--- config.mk ---
export PLATFORM = sky130hd
export DESIGN_NAME = pif_top
export DESIGN_NICKNAME = d
export VERILOG_FILES = /design/src/core/pif_pkg.sv /design/src/core/pif_top.sv
export SDC_FILE = /design/constraint.sdc
export NUM_CORES = 1
export LEC_CHECK = 0
export BUFFER_PORTS_ARGS = -buffer_cell sky130_fd_sc_hd__buf_4
export CAP_MARGIN = 5
export CORE_MARGIN = 2
export CORE_UTILIZATION = 47
export DETAILED_ROUTE_END_ITERATION = 7
export GPL_TIMING_DRIVEN = 1
export PLACE_DENSITY = 0.85
export SLEW_MARGIN = 10
export SYNTH_ARGS = -nofsm -noshare
export SYNTH_HDL_FRONTEND = slang
export SYNTH_SLANG_ARGS = --single-unit
--- constraint.sdc ---
create_clock -name pclk -period 3.85 [get_ports pclk]
set_clock_uncertainty 0.2 [all_clocks]
set_input_delay 0.77 -clock pclk [delete_from_list [all_inputs] [get_ports pclk]]
set_output_delay 0.77 -clock pclk [all_outputs]
set_load 0.01 [all_outputs]
--- src/core/pif_pkg.sv ---
// package for the peripheral interrupt flag block
package pif_pkg;
    localparam logic [11:0] PIF_ENABLE_OFF = 12'h000;
    localparam logic [11:0] PIF_REQUEST_OFF = 12'h004;
    localparam logic [11:0] PIF_CONTROL_OFF = 12'h008;
    localparam logic [11:0] PIF_POWER_OFF = 12'h00c;
    localparam logic [7:0] PIF_ENABLE_RST = 8'h00;
    localparam logic [7:0] PIF_REQUEST_RST = 8'h00;
    localparam logic [1:0] PIF_CONTROL_RST = 2'h0;
    // power control reset value: ulp wake off, soft brownout on, power-on 0, brownout 0
    localparam logic [7:0] PIF_POWER_RST = 8'h10;
    localparam int PIF_EEPROM_BIT = 7;
    localparam int PIF_ADC_BIT = 6;
    localparam int PIF_CAPCMP_BIT = 5;
    localparam int PIF_CMP_B_BIT = 4;
    localparam int PIF_CMP_A_BIT = 3;
    localparam int PIF_OSC_BIT = 2;
    localparam int PIF_PERIOD_BIT = 1;
    localparam int PIF_OVF_BIT = 0;
    localparam int PIF_GLOBAL_BIT = 1;
    localparam int PIF_GROUP_BIT = 0;
    localparam int PIF_ULPWU_BIT = 5;
    localparam int PIF_SOFT_BROWNOUT_BIT = 4;
    localparam int PIF_WATCHDOG_BIT = 3;
    localparam int PIF_PIN_BIT = 2;
    localparam int PIF_POR_BIT = 1;
    localparam int PIF_BROWNOUT_BIT = 0;
    localparam logic [7:0] PIF_POWER_WMASK = 8'h3f;
    typedef enum logic [1:0] {
        PIF_MODE_OFF = 2'h0,
        PIF_MODE_CAPTURE = 2'h1,
        PIF_MODE_COMPARE = 2'h3,
        PIF_MODE_PWM = 2'h2
    } pif_ccp_mode_t;
    typedef struct packed {
        logic eeprom_done;
        logic adc_done;
        logic capture;
        logic compare_match;
        logic comparator_b;
        logic comparator_a;
        logic osc_fail;
        logic period_match;
        logic counter_overflow;
    } pif_events_t;
    typedef struct packed {
        logic brownout;
        logic watchdog;
        logic pin;
    } pif_causes_t;
endpackage

--- src/core/pif_top.sv ---
// peripheral interrupt enable, request flags, control and power status over apb
//
// Design decisions made here: the APB register port and the register addresses.
`timescale 1ns/1ns
`default_nettype none
module pif_top
    import pif_pkg::*;
(
    input wire logic pclk,
    input wire logic presetn,
    input wire logic psel,
    input wire logic penable,
    input wire logic pwrite,
    input wire logic [11:0] paddr,
    input wire logic [31:0] pwdata,
    input wire logic [3:0] pstrb,
    output logic [31:0] prdata,
    output logic pready,
    output logic pslverr,
    input wire pif_events_t events,
    input wire pif_ccp_mode_t ccp_mode,
    input wire pif_causes_t causes,
    output logic periph_irq,
    output logic ulp_wake_enable,
    output logic soft_brownout_enable
);
    logic [7:0] enable_q;
    logic [7:0] request_q;
    logic [1:0] control_q;
    logic [7:0] power_q;
    logic [7:0] set_vec;
    logic wr_en;
    logic rd_en;
    logic irq_d;

    function automatic logic hit(input logic [11:0] a, input logic [11:0] off);
        return a == off;
    endfunction

    assign wr_en = psel && penable && pwrite && !pready;
    assign rd_en = psel && penable && !pwrite && !pready;

    // capture only in capture mode, match only in compare mode
    always_comb
    begin
        set_vec = 8'h00;
        set_vec[PIF_EEPROM_BIT] = events.eeprom_done;
        set_vec[PIF_ADC_BIT] = events.adc_done;
        set_vec[PIF_CAPCMP_BIT] = (ccp_mode == PIF_MODE_CAPTURE && events.capture)
            || (ccp_mode == PIF_MODE_COMPARE && events.compare_match);
        set_vec[PIF_CMP_B_BIT] = events.comparator_b;
        set_vec[PIF_CMP_A_BIT] = events.comparator_a;
        set_vec[PIF_OSC_BIT] = events.osc_fail;
        set_vec[PIF_PERIOD_BIT] = events.period_match;
        set_vec[PIF_OVF_BIT] = events.counter_overflow;
    end

    // one-wait-state apb answer
    always_ff @(posedge pclk or negedge presetn)
    begin
        if (!presetn)
        begin
            pready <= 1'b0;
        end
        else
        begin
            pready <= psel && penable && !pready;
        end
    end

    always_ff @(posedge pclk or negedge presetn)
    begin
        if (!presetn)
        begin
            pslverr <= 1'b0;
        end
        else if (psel && penable && !pready)
        begin
            pslverr <= !(hit(paddr, PIF_ENABLE_OFF) || hit(paddr, PIF_REQUEST_OFF)
                || hit(paddr, PIF_CONTROL_OFF) || hit(paddr, PIF_POWER_OFF));
        end
        else
        begin
            pslverr <= 1'b0;
        end
    end

    always_ff @(posedge pclk or negedge presetn)
    begin
        if (!presetn)
        begin
            prdata <= 32'h0000_0000;
        end
        else if (rd_en)
        begin
            if (hit(paddr, PIF_ENABLE_OFF))
            begin
                prdata <= {24'h000000, enable_q};
            end
            else if (hit(paddr, PIF_REQUEST_OFF))
            begin
                prdata <= {24'h000000, request_q};
            end
            else if (hit(paddr, PIF_CONTROL_OFF))
            begin
                prdata <= {30'h0000_0000, control_q};
            end
            else if (hit(paddr, PIF_POWER_OFF))
            begin
                prdata <= {24'h000000, power_q};
            end
            else
            begin
                prdata <= 32'h0000_0000;
            end
        end
        else
        begin
            prdata <= 32'h0000_0000;
        end
    end

    always_ff @(posedge pclk or negedge presetn)
    begin
        if (!presetn)
        begin
            enable_q <= PIF_ENABLE_RST;
        end
        else if (wr_en && pstrb[0] && hit(paddr, PIF_ENABLE_OFF))
        begin
            enable_q <= pwdata[7:0];
        end
    end

    // flags set from events ignoring enables; a set beats a software clear
    always_ff @(posedge pclk or negedge presetn)
    begin
        if (!presetn)
        begin
            request_q <= PIF_REQUEST_RST;
        end
        else if (wr_en && pstrb[0] && hit(paddr, PIF_REQUEST_OFF))
        begin
            request_q <= pwdata[7:0] | set_vec;
        end
        else
        begin
            request_q <= request_q | set_vec;
        end
    end

    always_ff @(posedge pclk or negedge presetn)
    begin
        if (!presetn)
        begin
            control_q <= PIF_CONTROL_RST;
        end
        else if (wr_en && pstrb[0] && hit(paddr, PIF_CONTROL_OFF))
        begin
            control_q <= pwdata[1:0];
        end
    end

    // power status and controls; causes win over software writes
    always_ff @(posedge pclk or negedge presetn)
    begin
        if (!presetn)
        begin
            power_q <= PIF_POWER_RST;
        end
        else
        begin
            if (wr_en && pstrb[0] && hit(paddr, PIF_POWER_OFF))
            begin
                power_q <= pwdata[7:0] & PIF_POWER_WMASK;
            end
            // cause flags are active low like the por bit
            if (causes.brownout)
            begin
                power_q[PIF_BROWNOUT_BIT] <= 1'b0;
            end
            if (causes.watchdog)
            begin
                power_q[PIF_WATCHDOG_BIT] <= 1'b0;
            end
            if (causes.pin)
            begin
                power_q[PIF_PIN_BIT] <= 1'b0;
            end
        end
    end

    assign ulp_wake_enable = power_q[PIF_ULPWU_BIT];
    assign soft_brownout_enable = power_q[PIF_SOFT_BROWNOUT_BIT];

    // group and global gating of the masked flags
    assign irq_d = control_q[PIF_GLOBAL_BIT] && control_q[PIF_GROUP_BIT]
        && |(request_q & enable_q);

    always_ff @(posedge pclk or negedge presetn)
    begin
        if (!presetn)
        begin
            periph_irq <= 1'b0;
        end
        else
        begin
            periph_irq <= irq_d;
        end
    end

    group_gate_a: assert property (@(posedge pclk) disable iff (!presetn)
        !$past(control_q[PIF_GROUP_BIT]) |-> !periph_irq)
        else $error("irq without group enable");

    // request follows gated flags one cycle later
    irq_follows_a: assert property (@(posedge pclk) disable iff (!presetn)
        ##1 periph_irq == $past(control_q[PIF_GLOBAL_BIT] && control_q[PIF_GROUP_BIT]
        && (request_q & enable_q) != 8'h00))
        else $error("irq does not follow flags");

    enable_write_a: assert property (@(posedge pclk) disable iff (!presetn)
        (wr_en && pstrb[0] && paddr == PIF_ENABLE_OFF) |=> enable_q == $past(pwdata[7:0]))
        else $error("enable write lost");

    // event sets flag even with enables off
    flag_sets_a: assert property (@(posedge pclk) disable iff (!presetn)
        set_vec[PIF_OVF_BIT] |=> request_q[PIF_OVF_BIT])
        else $error("overflow flag not set");

    eeprom_flag_a: assert property (@(posedge pclk) disable iff (!presetn)
        events.eeprom_done |=> request_q[PIF_EEPROM_BIT])
        else $error("eeprom flag not set");

    adc_flag_a: assert property (@(posedge pclk) disable iff (!presetn)
        events.adc_done |=> request_q[PIF_ADC_BIT])
        else $error("adc flag not set");

    // pwm mode never sets capture flag
    pwm_unused_a: assert property (@(posedge pclk) disable iff (!presetn)
        (ccp_mode == PIF_MODE_PWM && !request_q[PIF_CAPCMP_BIT] && !wr_en)
        |=> !request_q[PIF_CAPCMP_BIT])
        else $error("capcmp flag set in pwm mode");

    compare_flag_a: assert property (@(posedge pclk) disable iff (!presetn)
        (ccp_mode == PIF_MODE_COMPARE && events.compare_match)
        |=> request_q[PIF_CAPCMP_BIT])
        else $error("compare flag not set");

    flag_sticky_a: assert property (@(posedge pclk) disable iff (!presetn)
        (request_q[PIF_PERIOD_BIT] && !wr_en) |=> request_q[PIF_PERIOD_BIT])
        else $error("period flag dropped");

    // power-on bit low after reset until written
    por_low_a: assert property (@(posedge pclk) disable iff (!presetn)
        (!power_q[PIF_POR_BIT] && !wr_en) |=> !power_q[PIF_POR_BIT])
        else $error("por bit set by hardware");

    global_gate_a: assert property (@(posedge pclk) disable iff (!presetn)
        !control_q[PIF_GLOBAL_BIT] |=> !periph_irq)
        else $error("irq without global enable");

    strobe_guard_a: assert property (@(posedge pclk) disable iff (!presetn)
        (wr_en && !pstrb[0]) |=> $stable(enable_q))
        else $error("enable written without strobe");

    // event in the clearing cycle still sets
    set_wins_a: assert property (@(posedge pclk) disable iff (!presetn)
        (wr_en && pstrb[0] && paddr == PIF_REQUEST_OFF)
        |=> (request_q & $past(set_vec)) == $past(set_vec))
        else $error("event lost under clear");

    // capture sets flag in capture mode
    capture_flag_a: assert property (@(posedge pclk) disable iff (!presetn)
        (ccp_mode == PIF_MODE_CAPTURE && events.capture)
        |=> request_q[PIF_CAPCMP_BIT])
        else $error("capture flag not set");

    // match flag held until software write
    capcmp_sticky_a: assert property (@(posedge pclk) disable iff (!presetn)
        (request_q[PIF_CAPCMP_BIT] && !wr_en) |=> request_q[PIF_CAPCMP_BIT])
        else $error("capcmp flag dropped");

    cmp_b_flag_a: assert property (@(posedge pclk) disable iff (!presetn)
        events.comparator_b |=> request_q[PIF_CMP_B_BIT])
        else $error("comparator b flag not set");

    cmp_b_sticky_a: assert property (@(posedge pclk) disable iff (!presetn)
        (request_q[PIF_CMP_B_BIT] && !wr_en) |=> request_q[PIF_CMP_B_BIT])
        else $error("comparator b flag dropped");

    cmp_a_flag_a: assert property (@(posedge pclk) disable iff (!presetn)
        events.comparator_a |=> request_q[PIF_CMP_A_BIT])
        else $error("comparator a flag not set");

    cmp_a_sticky_a: assert property (@(posedge pclk) disable iff (!presetn)
        (request_q[PIF_CMP_A_BIT] && !wr_en) |=> request_q[PIF_CMP_A_BIT])
        else $error("comparator a flag dropped");

    osc_flag_a: assert property (@(posedge pclk) disable iff (!presetn)
        events.osc_fail |=> request_q[PIF_OSC_BIT])
        else $error("oscillator flag not set");

    osc_sticky_a: assert property (@(posedge pclk) disable iff (!presetn)
        (request_q[PIF_OSC_BIT] && !wr_en) |=> request_q[PIF_OSC_BIT])
        else $error("oscillator flag dropped");

    period_flag_a: assert property (@(posedge pclk) disable iff (!presetn)
        events.period_match |=> request_q[PIF_PERIOD_BIT])
        else $error("period flag not set");

    overflow_sticky_a: assert property (@(posedge pclk) disable iff (!presetn)
        (request_q[PIF_OVF_BIT] && !wr_en) |=> request_q[PIF_OVF_BIT])
        else $error("overflow flag dropped");

    eeprom_sticky_a: assert property (@(posedge pclk) disable iff (!presetn)
        (request_q[PIF_EEPROM_BIT] && !wr_en) |=> request_q[PIF_EEPROM_BIT])
        else $error("eeprom flag dropped");

    brownout_cause_a: assert property (@(posedge pclk) disable iff (!presetn)
        causes.brownout |=> !power_q[PIF_BROWNOUT_BIT])
        else $error("brownout cause not shown");

    watchdog_cause_a: assert property (@(posedge pclk) disable iff (!presetn)
        causes.watchdog |=> !power_q[PIF_WATCHDOG_BIT])
        else $error("watchdog cause not shown");

    pin_cause_a: assert property (@(posedge pclk) disable iff (!presetn)
        causes.pin |=> !power_q[PIF_PIN_BIT])
        else $error("pin cause not shown");

    power_ctrl_a: assert property (@(posedge pclk) disable iff (!presetn)
        (wr_en && pstrb[0] && paddr == PIF_POWER_OFF) |=> ulp_wake_enable
        == $past(pwdata[PIF_ULPWU_BIT]) && soft_brownout_enable == $past(pwdata[PIF_SOFT_BROWNOUT_BIT]))
        else $error("power controls not written");
endmodule // pif_top
`default_nettype wire

==> flow_summary.yaml <==
setup_path:
  crit_family: "simple AND/OR/NAND/NOR gates"
  cp-startpoint: "paddr[1]"
  crit_arrival_ps: 2430
  cp-end-kind: "flop"
  cp-start-kind: "input port"
  slowest_delay_ps: 620
  path_max_fanout: 8
  path_cells: "buf_4 -> nor4_4 -> nand4_1 -> or3_1 -> mux2_4"
  crit_type: "in -> reg"
  cp_slowest_cell: "or3_1"
  crit_buf_inv: 1
  cp.required_ps: 3820
  reg2reg_from: "pready"
cells_and_area:
  fin_area_mm2: 0.00225
  finalNetCount: 280
  layout-drive-gt1-share_pct: 36.4
  n_antenna_cell: 0
  areaGrowthSynthToFinish_pct: 22.2
floorplanning:
  die_y_um: 66.5
  core_area_mm2: 0.00372
  dieArea_mm2: 0.00443
  die_w_um: 66.5
  row_count: 22
  ios: 104
  start_util_pct: 49.5
timing:
  fin_crit_ps: 2460
  tns_ps: 0
  post-route-period-util_pct: 63.8
  rsz0062_at_grt: "false"
  setup_violations: 0
  fmax_mhz: 407
  hold_violations: 0
  drv_slew: 0
  max_slew_margin_pct: 63.5
  tightest_slew_ps: 548
clocking:
  cts_hold_buf: 0
  htree_num_levels: 2
  cts-root-buf: "clkbuf_8"
  clk_pin_slew_ps: 70
  insertion_delay_ps: 290
  cts_inserted_buffers: 5
  cts_setup_buffers: 0
  cts_buffer_depth: 2
  cts_tree: "done"
  cts_sinks: 35
  cts_resized: 0
drt:
  dr.pass1.iters: 4
  drtIter0Drc: 60
  drtAntennaViolNets: 0
  drt_wl_total_mm: 3.58
  drc: 0
  routedWlPerCell_um: 13.6
  via_per_inst: 4.99
  vias: 1308
pwr:
  internal_power_uw: 535
  p_comb_share_pct: 11.4
  power_frac_clock_pct: 35.9
  p_sw_share_pct: 23.6
  powerDensity_mw_per_mm2: 312
  cellLeakagePower_nw: 1.08
  ir_drop_v: 0.000163
  switchingPower_uw: 165
  seq_power_share_pct: 52.8
synth:
  synth_compound_area_share_pct: 5.38
  synth_top_family_by_area: "multiplexers"
  yosys-top-cells-area: "dfrtp_1 (46%), buf_4 (9.8%), mux2i_1 (7.6%)"
  synth-xor-area-share_pct: 0
  yosysSeqAreaShare_pct: 47.7
  syn_inst: 161
  syn_area_mm2: 0.00184
  yosysWarnings: 0
  synthMuxAreaShare_pct: 20.3
  syn_area_per_cell_um2: 11.4
  synth_edf_count: 0
  synth_simple_gate_area_share_pct: 14.6
  yosysTopAreaCellShare_pct: 46.3
  synth_seq_cells: 35
  yosysTopAreaCell: "dfrtp_1"
  synth_fa_ha_area_share_pct: 0
  synthFlopType: "dfrtp_1"
  async_flop_share_pct: 100
  yosysUniqueCellTypes: 30
grt:
  grt_start_max_net_pins: 36
  grt_pass1_wl_mm: 5.75
  grt.overflow.total: 0
  grt_usage_pct: 18.0
  antenna_found_initial: 0
  grt_pass1_vias: 1220
worst_hold_path:
  hp-class: "in -> async"
placement:
  place_hpwl_mm: 2.73
  place_area_mm2: 0.00217
  io_buffers: 52
  place_congestion: 0.774
job:
  drv_cap: 0
status:
  status: "complete, no violations"
-- stage by stage --
step | hold slack, ps | util, % | cells | setup WS, ps | power, mW
after floorplan | 274 | - | 184 | 1530 | 0.425
after global placement | 289 | 58.3 | 254 | 1120 | 0.454
after detailed placement | 296 | 58.3 | 254 | 1100 | 0.456
after CTS | 222 | 60.4 | 262 | 1400 | 0.707
after global routing | 252 | 60.4 | 262 | 1330 | 0.732
final | 223 | 60.4 | 262 | 1390 | 0.700
-- routing by layer --
layer	up-vias	share of wire, %	track usage [%]
met4	0	1.6	7.65
met1	623	41	22.4
li1	617	-	-
met5	-	0	0
met2	61	50	28.2
met3	7	7.6	6.25
-- layout by cell type (no fill, tap or decap) --
| master | netlist | layout |
|---|---|---|
| and4bb_2 | 1 | 1 |
| nor2b_1 | 3 | 3 |
| o21ai_0 | 3 | 3 |
| clkbuf_8 | 0 | 5 |
| and3b_1 | 1 | 1 |
| mux2_2 | 6 | 6 |
| nand3b_1 | 1 | 1 |
| nor4_4 | 2 | 2 |
| a22oi_1 | 4 | 4 |
| dfstp_2 | 1 | 1 |
| conb_1 | 1 | 24 |
| mux4_2 | 2 | 2 |
| a41oi_1 | 1 | 1 |
| and3_1 | 2 | 2 |
| mux2i_1 | 14 | 14 |
| dfrtp_1 | 34 | 34 |
| nand4_1 | 5 | 5 |
| buf_4 | 24 | 53 |
| and2_1 | 1 | 1 |
| nor2_1 | 24 | 24 |
| nor3_1 | 2 | 2 |
| mux2_4 | 8 | 8 |
| clkbuf_1 | 3 | 3 |
| or3_1 | 1 | 1 |
| a21oi_1 | 9 | 9 |
| nand2_1 | 2 | 2 |
| nor3b_1 | 2 | 2 |
-- cells in the mapped netlist, types with 2 or more instances --
| cell | instances |
|---|---|
| dfrtp_1 | 34 |
| nand4_1 | 5 |
| buf_4 | 24 |
| a22oi_1 | 4 |
| nor2_1 | 24 |
| and3_1 | 2 |
| a21oi_1 | 9 |
| nor3_1 | 2 |
| mux2_2 | 6 |
| mux2i_1 | 14 |
| nor4_4 | 2 |
| mux4_2 | 2 |
| clkbuf_1 | 3 |
| nor2b_1 | 3 |
| nor3b_1 | 2 |
| o21ai_0 | 3 |
| mux2_4 | 8 |
| nand2_1 | 2 |
-- sequential cells by signal (all words and copies together) (netlist names) --
| register | count |
|---|---|
| enable_q | 8 |
| prdata | 8 |
| request_q | 8 |
| power_q | 6 |
| control_q | 2 |
| periph_irq | 1 |
| pready | 1 |
| pslverr | 1 |
-- power groups by stage --
stage          combinational (mW)  clock [mW]  sequential [mW]
2_1_floorplan              0.0484           0            0.377
3_3_place_gp               0.0782           0            0.376
3_5_place_dp               0.0794           0            0.376
4_1_cts                    0.0795       0.258            0.369
5_1_grt                    0.0882       0.274            0.369
6_report                   0.0795       0.251            0.369
-- final timing paths --
path | cells past startpoint | endpoint | slack (ps)
min | 1 | enable_q[2] | 220
min in group pclk | 1 | power_q[1] | 310
max in group asynchronous | 1 | power_q[4] | 2890
max reg2reg | 4 | enable_q[5] | 1630
max | 5 | enable_q[5] | 1390
min reg2reg | 1 | power_q[1] | 310
-- kinds of logic after synthesis --
family,count (synthesis)
mux,30
buf+inv,31
other cells,1
simple gates,47
compound gates,17
flops,35
-- layout make-up --
type / count / area (um2)
well taps: 48 / 60.1
flip-flops and latches: 35 / 877
repair buffers: 53 / 398
multi-input cells: 118 / 831
clock buffers: 8 / 80.1
fillers: 333 / 1470
No activity file was read; power rests on OpenSTA's default activity.
